$ cat src/ptpi_pkg.sv
// package for the pin, timer and port-change interrupt source logic
// assumes one 20 MHz clock, a synchronous reset and an apb3 register port

package ptpi_pkg;

  // ----------------------------------------
  // sizes
  // ----------------------------------------
  localparam int unsigned PINS      = 4;
  localparam int unsigned PC_W      = 21;
  localparam int unsigned STK_DEPTH = 8;
  localparam int unsigned EV_W      = 6;

  // ----------------------------------------
  // register byte offsets
  // ----------------------------------------
  localparam logic [7:0] OFF_CTL_FIRST  = 8'h00;
  localparam logic [7:0] OFF_CTL_SECOND = 8'h04;
  localparam logic [7:0] OFF_CTL_THIRD  = 8'h08;
  localparam logic [7:0] OFF_TMR_CTL    = 8'h0C;
  localparam logic [7:0] OFF_TMR_CNT    = 8'h10;
  localparam logic [7:0] OFF_EV_STAT    = 8'h14;
  localparam logic [7:0] OFF_EV_MASK    = 8'h18;
  localparam logic [7:0] OFF_PWR        = 8'h1C;
  localparam logic [7:0] OFF_STK        = 8'h20;

  // ----------------------------------------
  // field positions
  // ----------------------------------------
  localparam int unsigned CF_PORT_FLAG = 0;
  localparam int unsigned CF_PIN0_FLAG = 1;
  localparam int unsigned CF_TMR_FLAG  = 2;
  localparam int unsigned CF_PORT_EN   = 3;
  localparam int unsigned CF_PIN0_EN   = 4;
  localparam int unsigned CF_TMR_EN    = 5;
  localparam int unsigned CS_PORT_PRIO = 0;
  localparam int unsigned CS_PIN3_PRIO = 1;
  localparam int unsigned CS_TMR_PRIO  = 2;
  localparam int unsigned CS_POL_LSB   = 3;
  localparam int unsigned CT_FLAG_LSB  = 0;
  localparam int unsigned CT_EN_LSB    = 3;
  localparam int unsigned CT_PIN1_PRIO = 6;
  localparam int unsigned CT_PIN2_PRIO = 7;
  localparam int unsigned TC_RUN       = 0;
  localparam int unsigned TC_WIDE      = 1;
  localparam int unsigned EV_TMR       = 4;
  localparam int unsigned EV_PORT      = 5;

  // ----------------------------------------
  // reset values
  // ----------------------------------------
  localparam logic [7:0] CTL_SECOND_RST = 8'h7F;

  // power states, gray coded along run-idle-sleep-deep
  typedef enum logic [1:0] {
    PWR_RUN   = 2'b00,
    PWR_IDLE  = 2'b01,
    PWR_SLEEP = 2'b11,
    PWR_DEEP  = 2'b10
  } ptpi_pwr_t;

  // context offered by the core on interrupt entry
  typedef struct packed {
    logic [PC_W-1:0] pc;
    logic [7:0]      working_register;
    logic [7:0]      status;
    logic [7:0]      bank_select_register;
  } ptpi_ctx_t;

  // fast return shadow
  typedef struct packed {
    logic [7:0] working_register;
    logic [7:0] status;
    logic [7:0] bank_select_register;
  } ptpi_shadow_t;

  // whole block state
  typedef struct packed {
    logic [PINS-1:0]                 pin_s1;
    logic [PINS-1:0]                 pin_s2;
    logic [PINS-1:0]                 pin_s3;
    logic [PINS-1:0]                 pin_q;
    logic [3:0]                      prt_s1;
    logic [3:0]                      prt_s2;
    logic [3:0]                      prt_s3;
    logic [3:0]                      prt_q;
    logic [7:0]                      ctl_first;
    logic [7:0]                      ctl_second;
    logic [7:0]                      ctl_third;
    logic [1:0]                      tmr_ctl;
    logic [15:0]                     tmr_cnt;
    logic [EV_W-1:0]                 ev_stat;
    logic [EV_W-1:0]                 ev_mask;
    ptpi_pwr_t                       pwr;
    logic [PINS-1:0]                 wake_en;
    logic                            wake;
    logic                            deep_wake;
    logic [STK_DEPTH-1:0][PC_W-1:0]  stk;
    logic [3:0]                      stk_cnt;
    ptpi_shadow_t                    shadow;
    logic [31:0]                     prdata;
  } ptpi_state_t;

endpackage
$ cat src/ptpi_irq_src.sv
// interrupt source logic: four edge pins, timer overflow, port change,
// wake control and the context saved on interrupt entry
// assumes apb3 master on the same clock, pins asynchronous to the clock
//
// Function
// RULE1: each pin interrupt is edge triggered, rising when its polarity bit is set, else falling.
// RULE2: a qualifying edge on a pin sets that pin's flag. The code sets no pin flag while the power state is deep sleep.
// RULE3: a cleared pin enable keeps that pin's flag from requesting the core.
// RULE4: software clears a pin flag before enabling the interrupt again; hardware never clears it.
// RULE5: any pin wakes the core from sleep or idle if its enable was set before entry.
// RULE6: only pin zero wakes from deep sleep, and that wake restarts at the reset vector.
// RULE7: pins one and two take priority from bits 6 and 7 of the third control, pin three from bit 1 of the second.
// RULE8: pin zero has no priority bit and is always high priority.
// RULE9: in 8-bit timer mode a roll from all ones to zero sets the overflow flag.
// RULE10: in 16-bit timer mode a roll of the count pair from all ones to zero sets the same flag.
// RULE11: the overflow request is gated by bit 5 of the first control, priority bit 2 of the second.
// RULE12: any level change on the upper port nibble sets the port change flag, bit 0 of the first control.
// RULE13: the port change request is gated by bit 3 of the first control, priority bit 0 of the second.
// RULE14: interrupt entry pushes the return address onto the hardware return stack.
// RULE15: interrupt entry copies working, status and bank select registers into the shadow.
// RULE16: without a fast return, software saves the working, status and bank select registers itself.
// RULE17: a source with flag and enable set requests the high or low vector by its priority bit.

`timescale 1ns/1ns

module ptpi_irq_src (
  input  wire logic                       ref_clk_i,
  input  wire logic                       rst_i,
  // apb slave
  input  wire logic                       psel_i,
  input  wire logic                       penable_i,
  input  wire logic                       pwrite_i,
  input  wire logic [7:0]                 paddr_i,
  input  wire logic [31:0]                pwdata_i,
  output logic      [31:0]                prdata_o,
  output logic                            pready_o,
  output logic                            pslverr_o,
  // pins
  input  wire logic [ptpi_pkg::PINS-1:0]  ext_irq_pin_i,
  input  wire logic [3:0]                 upper_nibble_port_i,
  // core side
  input  wire logic                       core_entry_i,
  input  wire ptpi_pkg::ptpi_ctx_t        core_ctx_i,
  input  wire logic                       core_return_i,
  output logic                            irq_high_o,
  output logic                            irq_low_o,
  output logic                            wake_o,
  output logic                            deep_wake_reset_o,
  output logic      [ptpi_pkg::PC_W-1:0]  ret_stack_top_o,
  output ptpi_pkg::ptpi_shadow_t          shadow_o,
  output logic                            irq_o
);
  import ptpi_pkg::*;

  ptpi_state_t r;
  ptpi_state_t n;

  logic [PINS-1:0] pin_chg;
  logic [PINS-1:0] pin_edge;
  logic [PINS-1:0] pin_flag;
  logic [PINS-1:0] pin_en;
  logic [PINS-1:0] pin_prio;
  logic [PINS-1:0] edge_polarity_sel;
  logic            port_chg;
  logic            tmr_ovf;
  logic            deep;
  logic [5:0]      src_flag;
  logic [5:0]      src_en;
  logic [5:0]      src_prio;
  logic [5:0]      src_req;
  logic            acc;
  logic            wr;
  logic            hit;
  logic [31:0]     rd_mux;

  // ----------------------------------------
  // helpers
  // ----------------------------------------
  // word address compare, used by read and write decode
  function automatic logic at(input logic [7:0] a, input logic [7:0] off);
    return (a[7:2] == off[7:2]);
  endfunction

  // ----------------------------------------
  // source view of the control registers
  // ----------------------------------------
  // pin zero has no priority bit and is tied high
  assign edge_polarity_sel = r.ctl_second[CS_POL_LSB +: PINS];
  assign pin_flag = {r.ctl_third[CT_FLAG_LSB +: 3], r.ctl_first[CF_PIN0_FLAG]};
  assign pin_en   = {r.ctl_third[CT_EN_LSB +: 3], r.ctl_first[CF_PIN0_EN]};
  assign pin_prio = {r.ctl_second[CS_PIN3_PRIO], r.ctl_third[CT_PIN2_PRIO],
                     r.ctl_third[CT_PIN1_PRIO], 1'b1}; // RULE7 RULE8
  assign src_flag = {r.ctl_first[CF_PORT_FLAG], r.ctl_first[CF_TMR_FLAG], pin_flag};
  assign src_en   = {r.ctl_first[CF_PORT_EN], r.ctl_first[CF_TMR_EN], pin_en}; // RULE11 RULE13
  assign src_prio = {r.ctl_second[CS_PORT_PRIO], r.ctl_second[CS_TMR_PRIO], pin_prio};
  assign src_req  = src_flag & src_en; // RULE3

  // requests routed by priority
  assign irq_high_o = |(src_req & src_prio); // RULE17
  assign irq_low_o  = |(src_req & ~src_prio); // RULE17

  // ----------------------------------------
  // pin and port edge detection
  // ----------------------------------------
  // a level counts only once the second and third stage agree
  assign pin_chg  = ~(r.pin_s2 ^ r.pin_s3) & (r.pin_s3 ^ r.pin_q);
  assign pin_edge = pin_chg & ~(r.pin_s3 ^ edge_polarity_sel); // RULE1
  assign port_chg = |(~(r.prt_s2 ^ r.prt_s3) & (r.prt_s3 ^ r.prt_q)); // RULE12
  assign deep     = (r.pwr == PWR_DEEP);

  // timer roll from all ones, width chosen by mode
  assign tmr_ovf = r.tmr_ctl[TC_RUN] &
                   (r.tmr_ctl[TC_WIDE] ? (r.tmr_cnt == 16'hFFFF) // RULE10
                                       : (r.tmr_cnt[7:0] == 8'hFF)); // RULE9

  // ----------------------------------------
  // apb decode
  // ----------------------------------------
  assign acc = psel_i & penable_i;
  assign wr  = acc & pwrite_i;
  assign hit = at(paddr_i, OFF_CTL_FIRST) | at(paddr_i, OFF_CTL_SECOND) |
               at(paddr_i, OFF_CTL_THIRD) | at(paddr_i, OFF_TMR_CTL) |
               at(paddr_i, OFF_TMR_CNT) | at(paddr_i, OFF_EV_STAT) |
               at(paddr_i, OFF_EV_MASK) | at(paddr_i, OFF_PWR) |
               at(paddr_i, OFF_STK);

  // read data is captured in the setup cycle, so the answer has no wait state
  assign pready_o  = 1'b1;
  assign pslverr_o = acc & ~hit;
  assign prdata_o  = r.prdata;

  // read mux
  always_comb begin
    rd_mux = 32'h0000_0000;
    if (at(paddr_i, OFF_CTL_FIRST)) begin
      rd_mux[7:0] = r.ctl_first;
    end else if (at(paddr_i, OFF_CTL_SECOND)) begin
      rd_mux[7:0] = r.ctl_second;
    end else if (at(paddr_i, OFF_CTL_THIRD)) begin
      rd_mux[7:0] = r.ctl_third;
    end else if (at(paddr_i, OFF_TMR_CTL)) begin
      rd_mux[1:0] = r.tmr_ctl;
    end else if (at(paddr_i, OFF_TMR_CNT)) begin
      rd_mux[15:0] = r.tmr_cnt;
    end else if (at(paddr_i, OFF_EV_STAT)) begin
      rd_mux[EV_W-1:0] = r.ev_stat;
    end else if (at(paddr_i, OFF_EV_MASK)) begin
      rd_mux[EV_W-1:0] = r.ev_mask;
    end else if (at(paddr_i, OFF_PWR)) begin
      rd_mux[1:0] = r.pwr;
    end else if (at(paddr_i, OFF_STK)) begin
      rd_mux[PC_W-1:0] = r.stk[0];
      rd_mux[27:24]    = r.stk_cnt;
    end
  end

  // ----------------------------------------
  // next state
  // ----------------------------------------
  always_comb begin
    n = r;
    // three stage synchronisers; only the stable copy is used
    n.pin_s1 = ext_irq_pin_i;
    n.pin_s2 = r.pin_s1;
    n.pin_s3 = r.pin_s2;
    n.pin_q  = r.pin_q ^ pin_chg;
    n.prt_s1 = upper_nibble_port_i;
    n.prt_s2 = r.prt_s1;
    n.prt_s3 = r.prt_s2;
    n.prt_q  = (~(r.prt_s2 ^ r.prt_s3) & r.prt_s3) | ((r.prt_s2 ^ r.prt_s3) & r.prt_q);
    n.wake      = 1'b0;
    n.deep_wake = 1'b0;

    // read data captured at setup, held through the access phase
    if (psel_i & ~penable_i & ~pwrite_i) begin
      n.prdata = rd_mux;
    end

    // software writes first, hardware sets below so a set always wins
    if (wr & at(paddr_i, OFF_CTL_FIRST)) begin
      n.ctl_first = pwdata_i[7:0]; // RULE4
    end
    if (wr & at(paddr_i, OFF_CTL_SECOND)) begin
      n.ctl_second = pwdata_i[7:0];
    end
    if (wr & at(paddr_i, OFF_CTL_THIRD)) begin
      n.ctl_third = pwdata_i[7:0]; // RULE4
    end
    if (wr & at(paddr_i, OFF_TMR_CTL)) begin
      n.tmr_ctl = pwdata_i[1:0];
    end
    if (wr & at(paddr_i, OFF_EV_MASK)) begin
      n.ev_mask = pwdata_i[EV_W-1:0];
    end

    // timer: 8-bit mode counts the low byte only
    if (wr & at(paddr_i, OFF_TMR_CNT)) begin
      n.tmr_cnt = pwdata_i[15:0];
    end else if (r.tmr_ctl[TC_RUN]) begin
      if (r.tmr_ctl[TC_WIDE]) begin
        n.tmr_cnt = r.tmr_cnt + 16'h0001; // RULE10
      end else begin
        n.tmr_cnt[7:0] = r.tmr_cnt[7:0] + 8'h01; // RULE9
      end
    end

    // flags: pin edges are ignored in deep sleep, where only a reset follows
    if (!deep) begin
      n.ctl_first[CF_PIN0_FLAG] = n.ctl_first[CF_PIN0_FLAG] | pin_edge[0]; // RULE2
      n.ctl_third[CT_FLAG_LSB +: 3] = n.ctl_third[CT_FLAG_LSB +: 3] | pin_edge[3:1]; // RULE2
    end
    n.ctl_first[CF_TMR_FLAG]  = n.ctl_first[CF_TMR_FLAG] | tmr_ovf; // RULE9 RULE10
    n.ctl_first[CF_PORT_FLAG] = n.ctl_first[CF_PORT_FLAG] | port_chg; // RULE12

    // sticky event status; a read clears only what it reported
    n.ev_stat = r.ev_stat;
    if (acc & ~pwrite_i & at(paddr_i, OFF_EV_STAT)) begin
      n.ev_stat = r.ev_stat & ~r.prdata[EV_W-1:0];
    end
    n.ev_stat = n.ev_stat | {port_chg, tmr_ovf, pin_edge & {PINS{~deep}}};

    // power state; enables are snapshot on entry so later changes do not wake
    if (wr & at(paddr_i, OFF_PWR)) begin
      n.pwr     = ptpi_pwr_t'(pwdata_i[1:0]);
      n.wake_en = pin_en; // RULE5
    end else begin
      case (r.pwr)
        PWR_IDLE, PWR_SLEEP: begin
          if (|(pin_edge & r.wake_en)) begin
            n.pwr  = PWR_RUN; // RULE5
            n.wake = 1'b1;
          end
        end
        PWR_DEEP: begin
          if (pin_edge[0]) begin
            n.pwr       = PWR_RUN; // RULE6
            n.deep_wake = 1'b1;
          end
        end
        PWR_RUN: begin
          n.pwr = PWR_RUN;
        end
        default: begin
          n.pwr = PWR_RUN;
        end
      endcase
    end

    // return stack and shadow; a push on a full stack drops the oldest entry
    if (core_entry_i) begin
      n.stk    = {r.stk[STK_DEPTH-2:0], core_ctx_i.pc}; // RULE14
      n.shadow = '{working_register: core_ctx_i.working_register, status: core_ctx_i.status,
                   bank_select_register: core_ctx_i.bank_select_register}; // RULE15
      if (r.stk_cnt != 4'(STK_DEPTH)) begin
        n.stk_cnt = r.stk_cnt + 4'h1;
      end
    end else if (core_return_i) begin
      n.stk = {{PC_W{1'b0}}, r.stk[STK_DEPTH-1:1]};
      if (r.stk_cnt != 4'h0) begin
        n.stk_cnt = r.stk_cnt - 4'h1;
      end
    end
  end

  // ----------------------------------------
  // state register
  // ----------------------------------------
  always_ff @(posedge ref_clk_i) begin
    if (rst_i) begin
      r            <= '0;
      r.ctl_second <= CTL_SECOND_RST;
      r.pwr        <= PWR_RUN;
    end else begin
      r <= n;
    end
  end

  // outputs
  assign wake_o            = r.wake;
  assign deep_wake_reset_o = r.deep_wake;
  assign ret_stack_top_o   = r.stk[0];
  assign shadow_o          = r.shadow;
  assign irq_o             = |(r.ev_stat & r.ev_mask);
endmodule // ptpi_irq_src

$ cat config.mk
export PLATFORM = sky130hd
export DESIGN_NAME = ptpi_irq_src
export DESIGN_NICKNAME = d
export VERILOG_FILES = /design/src/ptpi_pkg.sv /design/src/ptpi_irq_src.sv
export SDC_FILE = /design/constraint.sdc
export NUM_CORES = 1
export LEC_CHECK = 0
export BUFFER_PORTS_ARGS = -buffer_cell sky130_fd_sc_hd__buf_2
export CAP_MARGIN = 30
export CELL_PAD_IN_SITES_DETAIL_PLACEMENT = 0
export CELL_PAD_IN_SITES_GLOBAL_PLACEMENT = 2
export CORE_MARGIN = 2
export CORE_UTILIZATION = 35
export DETAILED_ROUTE_END_ITERATION = 10
export PLACE_DENSITY_LB_ADDON = 0.08
export SLEW_MARGIN = 10
export SYNTH_ARGS = -nofsm -noshare
export SYNTH_HDL_FRONTEND = slang
export SYNTH_SLANG_ARGS = --single-unit
$ cat constraint.sdc
create_clock -name ref_clk_i -period 1.9 [get_ports ref_clk_i]
set_input_delay 0.095 -clock ref_clk_i [delete_from_list [all_inputs] [get_ports ref_clk_i]]
set_output_delay 0.095 -clock ref_clk_i [all_outputs]
set_load 0.01 [all_outputs]
; Yosys cells after proc, flatten, opt, wreduce, memory -nomap -nowiden
; Index checks and enable logic that the tools add are counted.
[word_totals]
regBits = 315
wordCells = 192
[op_classes]
reduce_logical = 18
bitwise_logic = 57
muxes = 61
eq_ne = 17
n_addsub = 4
[op_table]
columns = operator, count
row1 = 172-bit 2-to-1 mux, 2
row2 = 21-bit 2-to-1 mux, 9
row3 = 19-bit 2-to-1 mux, 9
row4 = 16-bit 2-to-1 mux, 3
row5 = 4-bit 2-to-1 mux, 11
row6 = 8-bit 2-to-1 mux, 5
row7 = 13-bit 2-to-1 mux, 3
row8 = 6-bit bitwise AND, 5
row9 = 15-bit 2-to-1 mux, 2
row10 = 4-bit bitwise AND, 7
row11 = 6-bit by 3-bit equality test with 1-bit output (second input constant), 4
row12 = 4-bit XOR, 6
row13 = 6-bit 2-to-1 mux, 3
row14 = 6-bit OR reduction, 3
row15 = 16-bit by 1-bit adder with 16-bit output (second input constant), 1
row16 = 16-bit equality test (second input constant), 1
row17 = 1-bit bitwise AND, 15
row18 = 6-bit by 2-bit equality test with 1-bit output (second input constant), 2
row19 = 4-bit inverter, 3
row20 = 6-bit inverter, 2
row21 = 1-bit OR, 11
row22 = 2-bit 2-to-1 mux, 5
row23 = 3-bit 2-to-1 mux, 3
row24 = 8-bit by 1-bit adder with 8-bit output (second input constant), 1
row25 = 27 further kinds, 41

; Depth between registers and ports, before layout
[logic_depth]
word_depth = 25
mapped_depth = 8
ltp_nobuf = 6

; Least setup slack after synthesis
; OpenSTA, ideal clock, no wires.
[synth_path]
path_kind = register to register
from = register r[248] (netlist bit)
to = register r[260] (netlist bit)
arrival_time_ns = 1.648
path_buffers = 0
setup_slack_ns = 0.167
synth_period_minus_slack_ns = 1.733
path_stages_with_launch = 7
path_cell_list = dfxtp_1 ha_1 nand2_1 or4_4 nor3_1 xnor2_1 a211oi_1
[synth_between]
elab_chain_len = 4
[synth_rtl]
columns = element, line
row1 = "start, declared", ptpi_irq_src.sv:55  ; ptpi_state_t r;
row2 = "start signal, assigned", ptpi_irq_src.sv:274  ; r <= n;
row3 = 16-bit by 1-bit adder with 16-bit output, ptpi_irq_src.sv:201  ; n.tmr_cnt = r.tmr_cnt + 16'h0001;
row4 = 8-bit 2-to-1 mux, ptpi_irq_src.sv:200  ; if (r.tmr_ctl[TC_WIDE]) begin
row5 = 16-bit 2-to-1 mux, ptpi_irq_src.sv:199  ; end else if (r.tmr_ctl[TC_RUN]) begin
row6 = 16-bit 2-to-1 mux, ptpi_irq_src.sv:197  ; if (wr & at(paddr_i, OFF_TMR_CNT)) begin
; No other way between the ends. The select of a mux whose other input is x is not followed.
; A chain may end at the register's enable or synchronous reset.

; Worst setup path after layout
[layout_path]
from = register r (netlist bit pin_prio[3])
to = output irq_low_o
[layout_between]
elab_chain_len = 3
[layout_rtl]
columns = element, line
row1 = 6-bit inverter, ptpi_irq_src.sv:100  ; assign irq_low_o = |(src_req & ~src_prio);
row2 = 6-bit bitwise AND, ptpi_irq_src.sv:100
row3 = 6-bit OR reduction, ptpi_irq_src.sv:100
row4 = "end, declared", ptpi_irq_src.sv:46  ; output logic irq_low_o,
; No other way between the ends.

==> flow_summary.json <==
{
  "grt_max_degree": 114,
  "cp_slowest_cell": "dfxtp_1",
  "fmax_ghz": 0.5703,
  "clockBufferDepth": 3,
  "min_path_cells": 4,
  "hpwl_mm": 25.26,
  "drt_iter0_drc": 499,
  "die_h_um": 206.7,
  "synth_seq_area_share_pct": 43.85,
  "skew_ns": 0.01488,
  "min_path_type": "in -> reg",
  "status": "completed",
  "worstMarginPinSlew_ns": 0.6417,
  "synth_edf_count": 0,
  "cts_sinks": 315,
  "hp-start": "psel_i",
  "setup_tns_ns": 0,
  "r2r_cells": 6,
  "drc": 0,
  "worst-setup-path-type": "reg -> out",
  "crit_arrival_ns": 1.66,
  "final-setup-viol-count": 0,
  "peakVddDrop_mv": 0.5697,
  "initial_core_util_pct": 35.30,
  "cts_made_buffers": 39,
  "drv_cap": 0,
  "viasPerCell": 4.929,
  "totalWireLength_mm": 37.86,
  "htree_levels": 2,
  "grt_pass1_wl_mm": 59.92,
  "synth_warnings": 0,
  "rsz0062_at_grt": "false",
  "layout_common_cells": "407 x nor2_1, 314 x dfxtp_1, 217 x a21oi_1, 197 x mux2i_1, 154 x buf_2",
  "firstDrtPassIters": 5,
  "hold_viol": 0,
  "maxSlewViolCount": 0,
  "ios": 184,
  "worstSkewPairLatency_ns": 0.55,
  "cts_tree": "yes",
  "powerDensity_nw_per_um2": 858.3,
  "cts_setup_buffers": 0,
  "root_buffer": "clkbuf_16",
  "gr-total-overflow": 0,
  "max_stage_delay_ns": 0.43,
  "core_area_um2": 40740,
  "antenna_cells": 0,
  "grt_usage_pct": 17.62,
  "drive_above_1_share_pct": 15.92,
  "grt_pass1_vias": 11180,
  "min_period_over_period_pct": 92.28,
  "die-area_um2": 42730,
  "cp-start-kind": "flop",
  "async_reset_ff_share_pct": 0,
  "regToRegSetupSlack_ns": 0.20,
  "period_needed_ns": 1.753,
  "die_w_um": 206.7,
  "slew_headroom_pct": 57.11,
  "wl_per_cell_um": 15.71,
  "r2r_end": "r[260]$_SDFFE_PP0P_",
  "gp_congestion": 0.8014,
  "ant_nets": 0,
  "syn_avg_cell_area_um2": 8.435,
  "min_to": "prdata_o[5]$_SDFFE_PP0P_",
  "whs_ns": 0.06617,
  "path_max_fanout": 4,
  "final_common_cell": "nor2_1",
  "num_vias": 11880,
  "antenna_found_initial": 0,
  "fin_nets": 1960,
  "syn_to_final_growth_pct": 21.46,
  "syn_inst": 1705,
  "crit_chain": "o22ai_1, or3_1, buf_2",
  "leakage_nw": 7.187,
  "synth_ff_type": "dfxtp_1",
  "crit_required_ns": 1.80,
  "yosysUniqueCellTypes": 66,
  "end_kind": "output port",
  "portBuffers": 157,
  "ys_ff_latch": 315,
  "cts.clk_slew.worst_paths_ns": 0.06,
  "synthesis.area_um2": 14380,
  "num_rows": 74,
  "r2r_start": "r[249]$_SDFFE_PP0P_"
}
-- worst max-delay path by stage --
stage                                 startpoint                       end  slack [ns]
5_1_grt                      r[248]$_SDFFE_PP0P_       r[262]$_SDFFE_PP0P_       0.009
3_3_place_gp   edge_polarity_sel[3]$_SDFFE_PP1P_       r[235]$_SDFFE_PP0P_        0.05
6_report                pin_prio[3]$_SDFFE_PP1P_                 irq_low_o        0.15
4_1_cts        edge_polarity_sel[3]$_SDFFE_PP1P_       r[235]$_SDFFE_PP0P_        0.07
2_1_floorplan                r[248]$_SDFFE_PP0P_       r[260]$_SDFFE_PP0P_        0.17
3_5_place_dp                          paddr_i[2]  prdata_o[2]$_SDFFE_PP0P_        0.02
-- power by group --
group          internal (mW)  leakage (nW)  total, mW  switching (mW)
sequential              6.73          2.55       6.86           0.126
clock                   4.10         0.567       6.93            2.83
combinational          0.542          4.07       1.21           0.665
-- critical path, delay by kind of cell, from the launching register on --
family | cells | cell delay [ns]
and+or+nand+nor | 1 | 0.39
buffers and inverters | 1 | 0.16
AOI/OAI and AO/OA | 1 | 0.13
DFF | 1 | 0.43
-- cell usage after synthesis (5+ instances only) --
master	instances	area share, %
nor3b_1	24	1.3
buf_1	11	0.29
a22oi_1	27	1.4
inv_1	8	0.21
xor2_1	8	0.49
a21oi_1	217	7.6
and3_1	5	0.22
nand4_1	5	0.22
nand2b_1	12	0.52
clkbuf_1	91	2.4
o21ai_0	25	0.87
dfxtp_1	315	44
buf_4	80	4.2
nor3_1	9	0.31
nor2_1	407	11
nand2_1	84	2.2
buf_2	12	0.42
mux2i_1	197	14
nand3b_1	9	0.47
o22ai_1	5	0.22
xnor2_1	8	0.49
nor2b_1	37	1.6
a211oi_1	20	1.0
nand3_1	14	0.49
-- repair_timing --
item,4_1_cts,5_1_grt
gates resized for setup,0,5
hold endpoints to repair,118,0
hold buffers,83,0
setup endpoints to repair,0,4
-- metrics by stage --
step           total power, mW  cell area [um2]  setup slack, ns  cells  util [%]
2_1_floorplan            7.748            14400           0.1670   1711         -
3_3_place_gp             8.084            15460          0.04730   2264     37.94
3_5_place_dp             8.087            15460          0.02309   2264     37.94
4_1_cts                  15.29            17450          0.07320   2410     42.83
5_1_grt                  15.64            17470         0.008958   2410     42.87
6_report                 14.99            17470           0.1466   2410     42.87
-- sequential cells by signal, indices dropped and copies added (netlist names), named ones only --
register,flops
deep_wake_reset_o,1
edge_polarity_sel,4
r,204
pin_en,4
n,16
wake_o,1
shadow_o,24
pin_flag,4
pin_prio,3
ret_stack_top_o,21
prdata_o,25
-- cells by family (layout without fill, tap and decap cells) --
group	after synthesis	after routing	share of synthesized area [%]
AO/OA/AOI/OAI	325	325	13.02
buffers and inverters	204	371	7.648
flip-flops	315	315	43.85
XOR/XNOR	16	16	0.9745
adder cells (fa/ha/maj)	4	4	0.4002
other	2	8	0.05222
multiplexers	198	198	13.87
AND/OR/NAND/NOR	641	641	20.19
-- area by class of cell --
type | instances | area (um2)
fill | 4166 | 23270
multi-input combinational | 1192 | 7020
sequential | 315 | 6307
timing repair buffer | 300 | 2283
clock buffer | 57 | 1094
tap | 532 | 665.6
clock inverter | 6 | 66.31
inverter | 8 | 30.03
-- per-layer routing --
layer / track usage (%) / part of all wire, % / vias to the layer above
li1: - / - / 6035
met1: 23.38 / 46 / 5600
met2: 28.79 / 47 / 183
met3: 3.469 / 3.7 / 61
met4: 5.699 / 2.7 / 0
met5: 0 / 0 / -
No activity file was read; power rests on OpenSTA's default activity.
